<file path="config.mk">
export PLATFORM = sky130hd
export DESIGN_NAME = dfp_regs
export DESIGN_NICKNAME = d
export VERILOG_FILES = /design/src/dfp_pattern_latch.v /design/src/dfp_regs.v /design/src/dfp_sync3.v
export VERILOG_INCLUDE_DIRS = /design/src
export SDC_FILE = /design/constraint.sdc
export NUM_CORES = 1
export LEC_CHECK = 0
export BUFFER_PORTS_ARGS = -buffer_cell sky130_fd_sc_hd__clkbuf_2
export CORE_MARGIN = 5
export CORE_UTILIZATION = 50
export DETAILED_ROUTE_END_ITERATION = 10
export PLACE_DENSITY = 0.78
export RECOVER_POWER = 50
export SYNTH_ARGS = -nofsm -noshare
export SYNTH_HDL_FRONTEND = slang
export SYNTH_SLANG_ARGS = --single-unit
</file>
<file path="constraint.sdc">
create_clock -name clock -period 12.05 [get_ports clock]
set_input_delay 3.0125 -clock clock [delete_from_list [all_inputs] [get_ports clock]]
set_output_delay 3.0125 -clock clock [all_outputs]
set_load 0.01 [all_outputs]
</file>
<file path="src/dfp_map.vh">
// Register offsets, field positions and reset values of the front panel register bank.
// Assumes a 16-bit register address from the board's bus decoder.
`ifndef DFP_MAP_VH
`define DFP_MAP_VH
`define DFP_OFF_FPIO_DATA    16'h8118
`define DFP_OFF_FPIO_CTRL    16'h811C
`define DFP_OFF_CHAN_MASK    16'h8120
`define DFP_OFF_FW_REV       16'h8124
`define DFP_OFF_EVT_STORED   16'h812C
`define DFP_OFF_MON_DAC      16'h8138
`define DFP_OFF_BOARD_INFO   16'h8140
`define DFP_OFF_MON_MODE     16'h8144
`define DFP_OFF_EVT_SIZE     16'h814C
`define DFP_BIT_TEST_MODE    15
`define DFP_BIT_TEST_LEVEL   14
`define DFP_BIT_LATCH_EXT    9
`define DFP_LVDS_MODE_HI     7
`define DFP_LVDS_MODE_LO     6
`define DFP_DIR_HI           5
`define DFP_DIR_LO           2
`define DFP_BIT_OUT_HIZ      1
`define DFP_BIT_TTL          0
`define DFP_CTRL_WMASK       16'hC2FF
`define DFP_LVDS_GPIO        2'h0
`define DFP_LVDS_PROG        2'h1
`define DFP_LVDS_PATTERN     2'h2
`define DFP_MON_MAJORITY     3'h0
`define DFP_MON_SAWTOOTH     3'h1
`define DFP_MON_RESERVED     3'h2
`define DFP_MON_OCCUPANCY    3'h3
`define DFP_MON_VOLTAGE      3'h4
`define DFP_RST_CTRL         16'h0000
`define DFP_RST_CHAN_MASK    8'h00
`define DFP_RST_MON_DAC      12'h000
`define DFP_RST_MON_MODE     3'h0
`define DFP_RST_FPIO_DATA    16'h0000
`endif

</file>
<file path="src/dfp_pattern_latch.v">
// Captures the LVDS pattern on the selected trigger for the event header.
// Assumes triggers are single-cycle pulses on clock.
`timescale 1ns/1ps
`default_nettype none
module dfp_pattern_latch (
    input  wire        clock,        // Board clock
    input  wire        sys_rst,      // Async reset, active high
    input  wire        latch_ext,    // 1: external trigger edge, 0: internal trigger
    input  wire        ext_trig,     // Synchronised external trigger level
    input  wire        int_trig,     // Internal trigger pulse
    input  wire [15:0] lvds_level,   // Synchronised LVDS levels
    output reg  [15:0] pattern,      // Captured pattern field
    output reg         pattern_valid // One-cycle pulse on capture
);
    reg  ext_prev;
    wire ext_rise = ext_trig & ~ext_prev;
    wire take     = latch_ext ? ext_rise : int_trig;
    always @(posedge clock or posedge sys_rst) begin
        if (sys_rst) begin
            ext_prev      <= 1'b0;
            pattern       <= 16'h0000;
            pattern_valid <= 1'b0;
        end else begin
            ext_prev      <= ext_trig;
            pattern_valid <= take;
            if (take) begin
                pattern <= lvds_level;
            end
        end
    end
endmodule // dfp_pattern_latch
`default_nettype wire

</file>
<file path="src/dfp_regs.v">
// Front panel I/O, channel mask, monitor and board information register bank.
// Assumes a board bus decoder gives a one-cycle read or write strobe with a 16-bit offset.
`include "dfp_map.vh"
`timescale 1ns/1ps
`default_nettype none
module dfp_regs #(
    parameter [15:0] REV_DATE   = 16'h0000, // Arbitrary value
    parameter [7:0]  REV_MAJOR  = 8'h00,    // Arbitrary value
    parameter [7:0]  REV_MINOR  = 8'h00,    // Arbitrary value
    parameter [7:0]  MEM_SIZE   = 8'h01,    // Memory size per channel
    parameter [7:0]  BOARD_TYPE = 8'h5A     // Arbitrary value
) (
    input  wire        clock,            // Board clock, 10 MHz
    input  wire        sys_rst,          // Async reset, active high
    input  wire [15:0] reg_addr,         // Register offset
    input  wire        reg_wr,           // Write strobe, one cycle
    input  wire        reg_rd,           // Read strobe, one cycle
    input  wire [31:0] reg_wdata,        // Write data
    output reg  [31:0] reg_rdata,        // Read data, valid with reg_ack
    output reg         reg_ack,          // Access done, one cycle
    input  wire        run_active,       // Acquisition running
    input  wire        trig_activity,    // Trigger out request after enable mask
    input  wire        int_trig,         // Internal trigger pulse
    input  wire        ext_trig_pin,     // External trigger pin
    input  wire [15:0] lvds_in,          // LVDS pin levels
    output reg  [15:0] lvds_out,         // LVDS output data
    output reg  [15:0] lvds_oe,          // LVDS output enables
    output reg         trigger_output,   // Trigger output level
    output reg         trig_clk_oe,      // Trigger and clock output enable
    output reg         trigger_clock_front_io_ttl, // 1: TTL levels, 0: NIM
    output reg  [7:0]  chan_enable,      // Channel mask in effect
    output reg  [11:0] mon_dac,          // Monitor DAC code
    output reg  [2:0]  mon_mode,         // Monitor mode in effect
    output reg  [1:0]  lvds_mode,        // LVDS mode in effect
    output wire [15:0] pattern,          // Event header pattern field
    output wire        pattern_valid,    // Pattern captured pulse
    input  wire [31:0] stored_count_in,  // Events in output buffer
    input  wire [31:0] max_buffers,      // Buffers under current size setting
    input  wire [31:0] event_words_in    // Words in next event
);
    localparam S_IDLE = 2'b01;
    localparam S_RUN  = 2'b10;

    reg  [15:0] ctrl;
    reg  [7:0]  mask_reg;
    reg  [15:0] io_data;
    reg  [1:0]  state;
    reg  [31:0] stored_count;
    reg  [31:0] event_words;
    wire [15:0] lvds_sync;
    wire        ext_sync;

    function [15:0] group_oe;
        input [3:0] dir;
        begin
            group_oe = {{4{dir[3]}}, {4{dir[2]}}, {4{dir[1]}}, {4{dir[0]}}};
        end
    endfunction

    function hit;
        input [15:0] addr;
        input [15:0] off;
        begin
            hit = (addr == off);
        end
    endfunction

    dfp_sync3 #(.W(17)) u_sync (
        .clock   (clock),
        .sys_rst (sys_rst),
        .din     ({ext_trig_pin, lvds_in}),
        .dout    ({ext_sync, lvds_sync})
    );

    dfp_pattern_latch u_pat (
        .clock         (clock),
        .sys_rst       (sys_rst),
        .latch_ext     (ctrl[`DFP_BIT_LATCH_EXT]),
        .ext_trig      (ext_sync),
        .int_trig      (int_trig),
        .lvds_level    (lvds_sync),
        .pattern       (pattern),
        .pattern_valid (pattern_valid)
    );

    // Run tracking so the mask in effect is frozen during a run
    always @(posedge clock or posedge sys_rst) begin
        if (sys_rst) begin
            state       <= S_IDLE;
            chan_enable <= `DFP_RST_CHAN_MASK;
        end else begin
            case (state)
                S_IDLE: begin
                    chan_enable <= mask_reg;
                    if (run_active) begin
                        state <= S_RUN;
                    end
                end
                S_RUN: begin
                    if (!run_active) begin
                        state <= S_IDLE;
                    end
                end
                default: begin
                    state <= S_IDLE;
                end
            endcase
        end
    end

    // Register writes
    always @(posedge clock or posedge sys_rst) begin
        if (sys_rst) begin
            ctrl     <= `DFP_RST_CTRL;
            mask_reg <= `DFP_RST_CHAN_MASK;
            io_data  <= `DFP_RST_FPIO_DATA;
            mon_dac  <= `DFP_RST_MON_DAC;
            mon_mode <= `DFP_RST_MON_MODE;
        end else if (reg_wr) begin
            if (hit(reg_addr, `DFP_OFF_FPIO_CTRL)) begin
                ctrl <= reg_wdata[15:0] & `DFP_CTRL_WMASK;
            end
            if (hit(reg_addr, `DFP_OFF_CHAN_MASK) && state == S_IDLE) begin
                mask_reg <= reg_wdata[7:0];
            end
            if (hit(reg_addr, `DFP_OFF_FPIO_DATA)) begin
                io_data <= reg_wdata[15:0];
            end
            if (hit(reg_addr, `DFP_OFF_MON_DAC)) begin
                mon_dac <= reg_wdata[11:0];
            end
            if (hit(reg_addr, `DFP_OFF_MON_MODE)) begin
                // Reserved code is refused so the monitor keeps its mode
                if (reg_wdata[2:0] != `DFP_MON_RESERVED &&
                    reg_wdata[2:0] <= `DFP_MON_VOLTAGE) begin
                    mon_mode <= reg_wdata[2:0];
                end
            end
        end
    end

    // Front panel outputs and status capture
    always @(posedge clock or posedge sys_rst) begin
        if (sys_rst) begin
            lvds_mode                  <= `DFP_LVDS_GPIO;
            lvds_oe                    <= 16'h0000;
            lvds_out                   <= 16'h0000;
            trigger_output             <= 1'b0;
            trig_clk_oe                <= 1'b0;
            trigger_clock_front_io_ttl <= 1'b0;
            stored_count               <= 32'h0000_0000;
            event_words                <= 32'h0000_0000;
        end else begin
            lvds_mode <= ctrl[`DFP_LVDS_MODE_HI:`DFP_LVDS_MODE_LO];
            case (ctrl[`DFP_LVDS_MODE_HI:`DFP_LVDS_MODE_LO])
                `DFP_LVDS_GPIO: begin
                    lvds_oe <= group_oe(ctrl[`DFP_DIR_HI:`DFP_DIR_LO]);
                end
                default: begin
                    lvds_oe <= 16'h0000;
                end
            endcase
            lvds_out <= io_data;
            if (ctrl[`DFP_BIT_TEST_MODE]) begin
                trigger_output <= ctrl[`DFP_BIT_TEST_LEVEL];
            end else begin
                trigger_output <= trig_activity;
            end
            trig_clk_oe                <= ~ctrl[`DFP_BIT_OUT_HIZ];
            trigger_clock_front_io_ttl <= ctrl[`DFP_BIT_TTL];
            stored_count <= (stored_count_in > max_buffers) ? max_buffers
                                                            : stored_count_in;
            event_words  <= event_words_in;
        end
    end

    // Read path, answered one cycle after the strobe
    always @(posedge clock or posedge sys_rst) begin
        if (sys_rst) begin
            reg_rdata <= 32'h0000_0000;
            reg_ack   <= 1'b0;
        end else begin
            reg_ack <= reg_rd | reg_wr;
            if (reg_rd) begin
                case (reg_addr)
                    `DFP_OFF_FPIO_DATA:  reg_rdata <= {16'h0000, lvds_sync};
                    `DFP_OFF_FPIO_CTRL:  reg_rdata <= {16'h0000, ctrl};
                    `DFP_OFF_CHAN_MASK:  reg_rdata <= {24'h00_0000, mask_reg};
                    `DFP_OFF_FW_REV:     reg_rdata <= {REV_DATE, REV_MAJOR, REV_MINOR};
                    `DFP_OFF_EVT_STORED: reg_rdata <= stored_count;
                    `DFP_OFF_MON_DAC:    reg_rdata <= {20'h0_0000, mon_dac};
                    `DFP_OFF_BOARD_INFO: reg_rdata <= {16'h0000, MEM_SIZE, BOARD_TYPE};
                    `DFP_OFF_MON_MODE:   reg_rdata <= {29'h0000_0000, mon_mode};
                    `DFP_OFF_EVT_SIZE:   reg_rdata <= event_words;
                    default:             reg_rdata <= 32'h0000_0000;
                endcase
            end
        end
    end
endmodule // dfp_regs
`default_nettype wire

</file>
<file path="src/dfp_sync3.v">
// Three-stage synchroniser with agreement filter for a bus of pin inputs.
// Assumes inputs are asynchronous to clock.
`timescale 1ns/1ps
`default_nettype none
module dfp_sync3 #(
    parameter W = 16
) (
    input  wire         clock,   // Board clock
    input  wire         sys_rst, // Async reset, active high
    input  wire [W-1:0] din,     // Asynchronous input
    output reg  [W-1:0] dout     // Filtered, synchronised value
);
    reg [W-1:0] stage1;
    reg [W-1:0] stage2;
    reg [W-1:0] stage3;
    integer i;
    always @(posedge clock or posedge sys_rst) begin
        if (sys_rst) begin
            stage1 <= {W{1'b0}};
            stage2 <= {W{1'b0}};
            stage3 <= {W{1'b0}};
            dout   <= {W{1'b0}};
        end else begin
            stage1 <= din;
            stage2 <= stage1;
            stage3 <= stage2;
            // A change counts once the second and third stages agree
            for (i = 0; i < W; i = i + 1) begin
                if (stage2[i] == stage3[i]) begin
                    dout[i] <= stage3[i];
                end
            end
        end
    end
endmodule // dfp_sync3
`default_nettype wire

</file>
## Word level (Yosys, flattened, before mapping)

Cells that the tools add are included.

- Register bits: 280
- Latch bits: 0
- RAM bits: 0
- Memory bits (read-only): 0
- Input port bits: 168
- Output and inout bits: 110
- Word-level logic and storage cells: 93
- Memories: 0

- Add/subtract/negate cells: 0
- $mul: 0
- Divide/modulo/power cells: 0
- Order comparisons: 2
- Equality and inequality tests: 30
- Shift operators: 0
- Mux-type cells: 8
- Bitwise gates (word level): 4
- Reductions and logical operators: 9

Operators with widths:

| operator | count |
|---|---|
| case mux 32 bit (8 select lines) | 1 |
| == test 16 bit (second input constant) | 8 |
| greater-than comparator 32 bit | 1 |
| two-way mux 32 bit | 1 |
| == test 1 bit | 17 |
| two-way mux 16 bit | 1 |
| AND reduction 2 bit | 5 |
| two-way mux 2 bit | 2 |
| != test 2 bit (second input constant) | 2 |
| case mux 2 bit (2 select lines) | 1 |
| less-or-equal comparator 3 bit (second input constant) | 1 |
| != test 3 x 2 -> 1 bit (second input constant) | 1 |
| AND reduction 3 bit | 1 |
| == test 2 x 1 -> 1 bit (second input constant) | 1 |
| == test 2 bit (second input constant) | 1 |
| logical AND 1 bit | 2 |
| logical NOT 2 bit | 1 |
| two-way mux 1 bit | 2 |
| inverter 1 bit | 2 |
| bitwise AND 1 bit | 1 |
| bitwise OR 1 bit | 1 |

## Longest topological paths before layout

Gate-level depths: netlist of run 1.

- Depth after elaboration: 3
- Mapped depth: 9
- Gate-level depth less buffers: 8

## Hierarchy

Synthesis of run 1 repeated with hierarchy kept, for this count alone.

- Cells, all modules: 748
- Area total of the unflattened synthesis: 10537.6 um^2

Modules (own cells, without submodules):

| module | times used | cells each | area each (um^2) | sequential area each (um^2) |
|---|---|---|---|---|
| dfp_regs | 1 | 623 | 7917.6 | 4555.6 |
| dfp_sync3 | 1 | 86 | 1896.8 | 1701.6 |
| dfp_pattern_latch | 1 | 39 | 723.2 | 450.4 |

## Worst setup path before layout of run 1

Ideal clock, no wire load.

- Path kind: input port to flip-flop
- Start point: input max_buffers[7]
- End point: register stored_count[10]
- Setup time: 0.128 ns
- Arrival time: 4.833 ns
- Data required time: 11.922 ns
- Path slack: 7.089 ns
- Cell stages on the path: 9
- Path buffers: 1
- Cells stage by stage: inv_1 ha_1 a21oi_1 o21a_1 o221ai_2 a2111oi_4 a2bb2oi_4 buf_4 mux2_1

- Cells in the longest elaborated chain, start to end: 2

Ends and longest elaborated chain:

| item | RTL line | RTL |
|---|---|---|
| start, declared | dfp_regs.v:38 | `input wire [31:0] max_buffers,` |
| greater-than comparator 32 bit | dfp_regs.v:171 | `stored_count <= (stored_count_in > max_buffers) ? max_buffers` |
| two-way mux 32 bit | dfp_regs.v:171 |  |
| end signal, assigned | dfp_regs.v:171 |  |
| end, declared | dfp_regs.v:48 | `reg [31:0] stored_count;` |

No other way between the ends.
A chain may end at the register's enable or synchronous reset.

==> results by group, run 1 <==
Status
  • Status: complete, but fails checks
  • Failing checks: max-capacitance violations, max-slew violations

Floorplanning
  • Core footprint: approximately 20000 um2
  • Num rows: 52
  • Die footprint: 23800 um2
  • DIE HEIGHT: 154 um
  • Die W: 154 um
  • I/O pin cnt: ~280
  • Starting density of the core: 0.511

Clocking
  • Clock latency at the later pin of the worst-skew pair: 520 ps
  • Root Buffer: clkbuf_16
  • Post-cts sizing count: 0
  • # Post-CTS Setup Buffers: 0
  • CTS tree: done
  • H-tree depth: 1
  • Clock sink count: 268
  • CTS max path bufs: 3
  • TritonCTS Buffers: 28
  • Hold_buf cts: 0
  • Clk slew on worst S/H paths: ~60 ps

Global routing
  • Vias in the first global route: 7439
  • First-pass GRT wire length: a little over 40 mm
  • Largest net degree at the start of global routing: between 100 and 150
  • Initial antenna violation count: 3
  • Total GRT Usage: 0.219
  • GRT overflow: 0

Synth
  • Async set-or-reset flop fraction in the synthesized netlist: 1.00
  • Leading cell types by total area after synthesis: dfrtp_1 (64%), mux2_1 (7.6%), ha_1 (3.9%)
  • Top_reg_cell synth: dfrtp_1
  • Top-area cell type share of the netlist area: 0.643
  • Register bit total from synthesis: around 270
  • Net Count, Synth: 908
  • Post-Syn Area per Cell: 14.7 um2
  • Register area share after synthesis: 0.645
  • Syn Inst Count: 708
  • Yosys top cell by area: dfrtp_1
  • Synth cell count leaders: dfrtp_1 (267), mux2_1 (70), inv_1 (40)
  • Mapped Area: 10400 um2
  • Top-count cell post-synth: dfrtp_1
  • Ys Warns: 0
  • Number of synthesized flops with an enable pin: 0
  • Netlist cell types: 59

Worst setup path
  • Worst Path Arrival: 7030 ps
  • Worst reg2reg path depth: 5
  • Critical Path Sink Type: async pin
  • Critical Path RT: 12550 ps
  • Crit Path Class: in2async
  • R2r endpoint: u_pat.pattern[1]
  • Crit path max fanout: about 110
  • Worst reg-to-reg setup slack: 9700 ps
  • Worst Setup Start Kind: primary input
  • Crit Reg-Reg Startpoint: ctrl[9]

Placement
  • Cell Count Post-Placement: 1208
  • RD Place Congestion: 0.844
  • Post-detail-place hpwl: 19.1 mm
  • # port buffers: 261
  • Post-placement cell area: around 12000 um2
  • Place WS: ~6200 ps

STA
  • Fin crit share: 0.541
  • Setup violators final: 0
  • Fin. max-slew vios: 114
  • Final setup margin: 5530 ps
  • Max_slew headroom: -2.27
  • Worst clock skew: just under 8 ps
  • Max Freq: 153 MHz
  • Fin. Hold Viols: 0
  • RSZ-0062 raised after global routing: no
  • Worst Tran Pin Value: 4880 ps
  • Crit path time final: 6520 ps
  • Post-route setup TNS: 0 ps

Power
  • Clk pwr share: 0.422
  • Sw frac: 0.228
  • Flop pwr share: 0.499
  • Design Power: 1.96 mW
  • Combinational share of power: 0.080
  • Switching pwr: roughly 0.45 mW
  • Pwr dens: 154 nW/um2
  • Max VDD drop: ~0.11 mV
  • Internal: 1.51 mW
  • Static leakage: 6.21 nW

Layout
  • Layout Cells excl Fill: 1256
  • Filler Cell Count: 1588
  • Finished layout cell area: 12700 um2
  • # nets final: 1168
  • Diode count: 0
  • Layout Area Growth over Synthesis: 22.0%
  • Layout cells sized above 1: 0.297
  • Largest registers: event_words (32), reg_rdata (32), stored_count (32)

Hold path
  • Endpoint, Worst Hold: u_sync.stage2[12]
  • Hold Path Class: reg2reg
  • Hold Path Origin: u_sync.stage1[12]
  • Hold Path Depth: 0

Detailed routing
  • Final WL: 26.2 mm
  • Antenna-violating nets left: 0
  • First drt pass iteration count: 5
  • DR DRC count: 0
  • Drt via density: around 5.5
  • Met2 WL: 12.5 mm
  • Starting DRT DRC Count: 379
  • WL met3: 2.65 mm
  • Avg WL per Cell: 20.9 um
  • Top Layer Used: met5
  • Via count: a little under 7000
  • WL met1: 10.4 mm

Job
  • Max Cap Viol: 1
## layout by cell type, fill, tap and decap left out, types with 12 or more instances in the layout
cell type	count
o2bb2ai_1	19
a21oi_1	19
a22oi_1	29
ha_1	32
clkbuf_16	29
nand2_1	21
mux2_1	70
maj3_1	17
mux2_2	34
a21o_1	12
inv_1	39
clkbuf_2	192
dfrtp_1	267
clkbuf_1	79
## area by class of cell
| cell class | instances | area [um2] | share of cell area |
|---|---|---|---|
| timing repair buffer | 268 | 1270 | 0.100 |
| tap | 270 | 338 | 0.0266 |
| inverter | 41 | 155 | 0.0122 |
| clock inverter | 4 | 45.0 | 0.00355 |
| multi-input combinational | 361 | 3330 | 0.262 |
| clock buffer | 44 | 842 | 0.0664 |
| sequential | 268 | 6710 | 0.529 |
## worst max-delay path: stages
cell	delay, ps
clkbuf_1	80
clkinvlp_2	2700
buf_4	1090
## cells by family (layout without fill, tap and decap cells)
family                     count (synthesis)  after routing  share of synthesized area
AOI/OAI and AO/OA                        130            130                      0.104
xor gates and xnor gates                   1              1                   0.000843
DFF                                      268            268                      0.645
and+or+nand+nor                           77             77                     0.0451
adders and majority gates                 49             49                     0.0549
buffers and inverters                     79            357                     0.0375
muxes                                    104            104                      0.113
## worst max-delay path by stage
| stage | from | endpoint |
|---|---|---|
| CTS | max_buffers[31] | stored_count[17] |
| floorplan | sys_rst | chan_enable[0] |
| global placement | max_buffers[23] | stored_count[0] |
| detailed placement | max_buffers[23] | stored_count[26] |
| finish | sys_rst | lvds_out[11] |
| global route | sys_rst | trigger_output |
## metal layers
layer / track usage / vias up
met4: 0.0500 / 6
met3: 0.0760 / 49
met1: 0.283 / 3457
met2: 0.360 / 283
met5: 0 / -
li1: - / 3082
## metrics by stage
step,hold WS (ps),util
finish,347,0.623
global placement,331,0.584
floorplan,331,-
CTS,349,0.628
global route,357,0.623
detailed placement,336,0.584
## power groups by stage
stage | combinational (mW) | clock [mW] | sequential [mW]
3_5_place_dp | 0.162 | 0 | 0.993
4_1_cts | 0.163 | 0.844 | 0.977
5_1_grt | 0.175 | 0.882 | 0.982
2_1_floorplan | 0.0918 | 0 | 0.987
3_3_place_gp | 0.157 | 0 | 0.989
6_report | 0.156 | 0.826 | 0.977
No activity file was read; power rests on OpenSTA's default activity.
==> inputs of run 2 (changes only) <==
==> constraint.sdc (replaced) <==
create_clock -name clock -period 6.7 [get_ports clock]
set_input_delay 1.675 -clock clock [delete_from_list [all_inputs] [get_ports clock]]
set_output_delay 1.675 -clock clock [all_outputs]
set_load 0.01 [all_outputs]
==> run 2 against run 1 <==
Net effect:
- the flow still finishes with violations (max-capacitance violations, max-slew violations)
- worst setup slack lost 3100 ps
- cell count grew 0.16%
- clock skew grew 7.2 ps
- critical path type unchanged
- sequential share of layout area shrank 0.61 points
- via count shrank 0.92%
- routed wire length grew 0.39%
==> results by group, run 2 (synthesis gave the netlist of run 1 again) <==
Layout
  • Layout cells sized above 1: 0.367 (+0.0702)
  • Commonest non-fill, non-tap cell in the layout: dfrtp_1
  • Commonest cells after routing, fill and taps aside: dfrtp_1 (267), clkbuf_2 (256), mux2_1 (70)
  • Multi-input gate area: 3330 um2 (unchanged)
  • Reg area: 6710 um2 (unchanged)
  • Diode count: 0 (unchanged)
  • Layout Area Growth over Synthesis: 23.4%
  • # nets final: 1168 (unchanged)
  • Filler Cell Count: 1536 (-3.3%)
  • Largest registers: event_words (32), reg_rdata (32), stored_count (32)
  • Layout Cells excl Fill: 1258 (+0.16%)

Placement
  • Post-detail-place hpwl: 19.0 mm (-0.70%)
  • # port buffers: 261 (unchanged)
  • RD Place Congestion: 0.850 (+0.75%)
  • Cell Count Post-Placement: 1209 (+0.083%)

STA
  • Post-route setup TNS: 0 ps (unchanged)
  • Max Freq: between 200 and 250 MHz
  • Worst Tran Pin Value: 2690 ps (-2190 ps)
  • Max_slew headroom: -0.791 (+1.48)
  • Fin crit share: 0.631
  • Setup violators final: 0 (unchanged)
  • Worst clock skew: 15.0 ps (+7.18 ps)
  • RSZ-0062 raised after global routing: no
  • Fin. max-slew vios: 112 (-1.8%)
  • Crit path time final: between 4000 and 5000 ps
  • Fin. Hold Viols: 0 (unchanged)

Floorplanning
  • Die footprint: 23800 um2 (unchanged)
  • Num rows: 52 (unchanged)
  • I/O pin cnt: 278 (unchanged)
  • Die W: 154 um (unchanged)
  • Starting density of the core: 0.511 (unchanged)
  • Core footprint: 20400 um2 (unchanged)
  • DIE HEIGHT: 154 um (unchanged)

Global routing
  • Largest net degree at the start of global routing: 112 (-1.8%)
  • GRT overflow: 0 (unchanged)
  • Total GRT Usage: 0.224 (+0.00502)
  • Vias in the first global route: 7526 (+1.2%)
  • Initial antenna violation count: 1 (-2)
  • First-pass GRT wire length: 41.9 mm (+2.0%)

Worst setup path
  • Critical Path RT: 6750 ps (-5800 ps)
  • Critical Path Sink Type: async pin
  • Largest stage delay, worst path: 1930 ps (-770 ps)
  • Crit path max fanout: 111 (-1.8%)
  • Crit-path most repeated cell: clkbuf_2
  • Crit Path Class: in2async
  • Worst Path Arrival: 4280 ps (-2750 ps)
  • Critical Path Slowest Stage Cell: clkbuf_2
  • Worst Setup Start Kind: primary input
  • Crit-path cells: clkbuf_2 > clkinvlp_2 > clkbuf_2

Power
  • Switching pwr: 0.809 mW (+81%)
  • Sw frac: 0.224 (-0.00436)
  • Clk pwr share: 0.436 (+0.014)
  • Pwr dens: 282 nW/um2 (+83%)
  • Static leakage: 6.46 nW (+4.1%)
  • Flop pwr share: 0.485 (-0.014)
  • Max VDD drop: 0.198 mV (+80%)
  • Combinational share of power: 0.079 (about the same)
  • Internal: 2.81 mW (+86%)

Detailed routing
  • Starting DRT DRC Count: 348 (-8.2%)
  • Via count: 6814 (-0.92%)
  • Antenna-violating nets left: 0 (unchanged)
  • Avg WL per Cell: 20.9 um (+0.23%)
  • Final WL: 26.3 mm (+0.39%)
  • DR DRC count: 0 (unchanged)
  • Drt via density: 5.42 (-1.1%)
  • First drt pass iteration count: 5 (unchanged)

Clocking
  • Clock latency at the later pin of the worst-skew pair: 520 ps (about the same)
  • CTS tree: done
  • # Post-CTS Setup Buffers: 0 (unchanged)
  • Clk slew on worst S/H paths: 60 ps (about the same)
  • Root Buffer: clkbuf_16
  • Hold_buf cts: 0 (unchanged)
  • CTS max path bufs: 3 (unchanged)
  • Clock sink count: 268 (unchanged)
  • TritonCTS Buffers: 27 (-3.6%)
  • H-tree depth: 1 (unchanged)
  • Post-cts sizing count: 0 (unchanged)

Hold path
  • Hold Path Class: reg2reg

Status
  • Status: complete, but fails checks
  • Failing checks: max-capacitance violations, max-slew violations

Job
  • Max Cap Viol: 1 (unchanged)
[run 2: power by group through the flow]
stage          Sequential, mW  Combinational (mW)  Clock, mW
5_1_grt                  1.76               0.320       1.68
2_1_floorplan            1.78               0.165          0
6_report                 1.75               0.285       1.58
3_5_place_dp             1.78               0.292          0
4_1_cts                  1.75               0.294       1.61
3_3_place_gp             1.78               0.283          0
[run 2: worst paths after layout]
check	startpoint	slack [ps]	cells after the start	endpoint
min in group asynchronous	sys_rst	1210	2	u_sync.dout[12]
hold / removal	u_sync.stage1[6]	340	0	u_sync.stage2[6]
max in group clock	max_buffers[23]	2640	8	stored_count[16]
hold reg to reg	u_sync.stage1[6]	340	0	u_sync.stage2[6]
setup reg to reg	u_sync.dout[16]	4340	5	u_pat.pattern[6]
setup / recovery	sys_rst	2470	3	lvds_out[13]
[run 2: stage by stage]
stage | instance area (um2) | util | total power [mW] | hold slack, ps | setup slack [ps]
floorplan | 10400 | - | 1.94 | 331 | 1490
global placement | 11900 | 0.585 | 2.06 | 331 | 2130
global route | 12800 | 0.630 | 3.76 | 351 | 1800
finish | 12800 | 0.630 | 3.62 | 344 | 2470
detailed placement | 11900 | 0.585 | 2.08 | 335 | 2110
CTS | 12900 | 0.632 | 3.66 | 345 | 2650
[run 2: cell type report]
class                   count  area share
well taps                 270      0.0263
multi-input cells         361       0.259
inverters                  41      0.0121
clock buffers              38      0.0621
repair buffers            269       0.105
clock inverters            11      0.0121
flip-flops and latches    268       0.523
[run 2: layer usage]
layer / up-vias / track usage / routed length [um] / part of all wire
li1: 3075 / - / - / -
met1: 3421 / 0.289 / 10500 / 0.40
met2: 271 / 0.372 / 12700 / 0.48
met3: 45 / 0.0682 / 2460 / 0.093
met4: 2 / 0.0597 / 600 / 0.023
met5: - / 0 / 13 / 0.00049
[run 2: critical path: cells and delay by family]
| kind | cells | cell delay (ps) |
|---|---|---|
| buffers and inverters | 3 | 2460 |
==> inputs of run 3 (changes only) <==
--- a/config.mk
+++ b/config.mk
@@ -8,9 +8,9 @@
 export LEC_CHECK = 0
 export BUFFER_PORTS_ARGS = -buffer_cell sky130_fd_sc_hd__clkbuf_2
 export CORE_MARGIN = 5
-export CORE_UTILIZATION = 50
+export CORE_UTILIZATION = 47
 export DETAILED_ROUTE_END_ITERATION = 10
-export PLACE_DENSITY = 0.78
+export PLACE_DENSITY = 0.77
 export RECOVER_POWER = 50
 export SYNTH_ARGS = -nofsm -noshare
 export SYNTH_HDL_FRONTEND = slang
==> constraint.sdc (replaced) <==
create_clock -name clock -period 3.4 [get_ports clock]
set_input_delay 0.85 -clock clock [delete_from_list [all_inputs] [get_ports clock]]
set_output_delay 0.85 -clock clock [all_outputs]
set_load 0.01 [all_outputs]
==> run 3 against run 2 <==
Net effect:
- the flow now finishes without violations
- clock power increased by 84%
- utilization decreased by 3.7 points
- die area grew 6.0%
- cell area up 0.89%
- critical path type is now in2reg
==> results by group, run 3 (synthesis gave the netlist of run 1 again) <==
Worst setup path
  • Largest stage delay, worst path: 420 ps (-1510 ps)
  • Crit path max fanout: 18 (-84%)
  • R2r endpoint: u_pat.pattern[5]
  • Worst Path Arrival: 3000 ps (-1280 ps)
  • Crit Reg-Reg Startpoint: ctrl[9]
  • Worst reg-to-reg setup slack: 1260 ps (-3080 ps)
  • Critical Path RT: 3800 ps (-2950 ps)
  • Critical Path Slowest Stage Cell: a2111oi_4
  • Worst reg2reg path depth: 5 (unchanged)
  • Crit Path Class: in2reg
  • Worst Setup Start Kind: primary input
  • Critical Path Sink Type: flip-flop
  • Crit-path cells: clkbuf_2 > inv_1 > ha_1 > a21oi_1 > o21a_1 > o221ai_2 > a2111oi_4 > a2bb2oi_4 > buf_12 > mux2_1

Floorplanning
  • Core footprint: 21800 um2 (+7.2%)
  • Num rows: 54 (+3.8%)
  • Starting density of the core: 0.476 (-0.0341)
  • Die footprint: 25200 um2 (+6.0%)
  • I/O pin cnt: 278 (unchanged)
  • Die W: 159 um (+2.9%)
  • DIE HEIGHT: 159 um (+2.9%)

Hold path
  • Hold Path Depth: 0 (unchanged)
  • Hold Path Class: reg2reg
  • Endpoint, Worst Hold: u_sync.stage2[9]
  • Hold Path Origin: u_sync.stage1[9]

Global routing
  • Vias in the first global route: 7663 (+1.8%)
  • GRT overflow: 0 (unchanged)
  • First-pass GRT wire length: 42.7 mm (+1.9%)
  • Total GRT Usage: 0.210 (-0.0144)
  • Largest net degree at the start of global routing: 73 (-35%)
  • Initial antenna violation count: 1 (unchanged)

Layout
  • Layout Area Growth over Synthesis: 24.5%
  • Commonest cells after routing, fill and taps aside: dfrtp_1 (267), clkbuf_2 (253), mux2_1 (70)
  • Finished layout cell area: 12900 um2 (+0.89%)
  • Largest registers: event_words (32), reg_rdata (32), stored_count (32)
  • Layout cells sized above 1: 0.367 (about the same)
  • Filler Cell Count: 1777 (+16%)
  • Final core utilization: 0.593 (-0.0369)
  • # nets final: 1184 (+1.4%)
  • Diode count: 0 (unchanged)
  • Commonest non-fill, non-tap cell in the layout: dfrtp_1

Power
  • Design Power: 6.96 mW (+92%)
  • Pwr dens: 537 nW/um2 (+91%)
  • Max VDD drop: 0.437 mV (+120%)
  • Static leakage: 6.49 nW (+0.46%)

Clocking
  • Clk slew on worst S/H paths: 60 ps (about the same)
  • Clock latency at the later pin of the worst-skew pair: 530 ps (about the same)
  • Clock sink count: 268 (unchanged)
  • Post-cts sizing count: 0 (unchanged)
  • Hold_buf cts: 0 (unchanged)
  • CTS tree: done
  • H-tree depth: 1 (unchanged)
  • Root Buffer: clkbuf_16
  • CTS max path bufs: 3 (unchanged)
  • # Post-CTS Setup Buffers: 0 (unchanged)
  • TritonCTS Buffers: 27 (unchanged)

STA
  • RSZ-0062 raised after global routing: no
  • Max_slew headroom: 0.0661 (+0.857)
  • Fin. max-slew vios: 0 (-100%)
  • Final setup margin: 794 ps (-1680 ps)
  • Worst clock skew: 7.22 ps (-7.77 ps)
  • Worst Tran Pin Value: 1390 ps (-1290 ps)
  • Crit path time final: about 2600 ps
  • Max Freq: 384 MHz
  • Fin crit share: 0.767
  • Fin. Hold Viols: 0 (unchanged)
  • Setup violators final: 0 (unchanged)
  • Post-route setup TNS: 0 ps (unchanged)

Detailed routing
  • Avg WL per Cell: 20.8 um (-0.46%)
  • Drt via density: 5.42 (about the same)
  • First drt pass iteration count: 6 (+1)
  • Starting DRT DRC Count: 340 (-2.3%)
  • Final WL: 26.7 mm (+1.4%)
  • Via count: 6950 (+2.0%)
  • Antenna-violating nets left: 0 (unchanged)
  • DR DRC count: 0 (unchanged)

Placement
  • Post-placement cell area: 12100 um2 (+1.7%)
  • # port buffers: 261 (unchanged)
  • Post-detail-place hpwl: 20.1 mm (+5.9%)
  • RD Place Congestion: 0.808 (-4.9%)
  • Place WS: 240 ps (-1870 ps)

Job
  • Max Cap Viol: 0 (-1)

Status
  • Status: finished, final reports clean
==> run 3: critical path, delay by kind of cell <==
kind	cells	cell delay [ps]
AO/OA/AOI/OAI	5	1180
adder cells (fa/ha/maj)	1	300
buffers and inverters	3	320
multiplexers	1	350
==> run 3: layout make-up <==
cell class | instances | area [um2] | share of cell area
clock buffers | 39 | 771 | 0.0595
clock inverters | 8 | 98.8 | 0.00763
inverters | 41 | 155 | 0.0120
multi-input cells | 361 | 3330 | 0.257
flip-flops and latches | 268 | 6710 | 0.518
well taps | 280 | 350 | 0.0271
repair buffers | 285 | 1530 | 0.118
==> run 3: how the worst max path moves through the flow <==
stage                         startpoint                to  slack, ps  cells past startpoint
after floorplan                  sys_rst    chan_enable[0]       -990                      1
after global placement    max_buffers[7]  stored_count[21]        280                     10
after detailed placement  max_buffers[7]   stored_count[3]        240                     10
after CTS                 max_buffers[7]   stored_count[3]        790                     10
after global routing             sys_rst           reg_ack        380                      4
final                     max_buffers[7]   stored_count[3]        790                     10
==> run 3: through the flow <==
stage,instances,hold slack (ps)
2_1_floorplan,708,331
3_3_place_gp,1235,332
3_5_place_dp,1235,336
4_1_cts,1282,347
5_1_grt,1282,354
6_report,1282,349
==> run 3: power by group <==
group          internal, mW  switching (mW)
combinational         0.271           0.321
sequential             3.36          0.0987
clock                  1.72            1.19
==> run 3: layer usage <==
layer / vias up / GRT usage / part of all wire
met3: 43 / 0.0638 / 0.095
met1: 3476 / 0.272 / 0.40
met2: 317 / 0.349 / 0.48
li1: 3112 / - / -
met4: 2 / 0.0481 / 0.021
met5: - / 0 / 0.00075
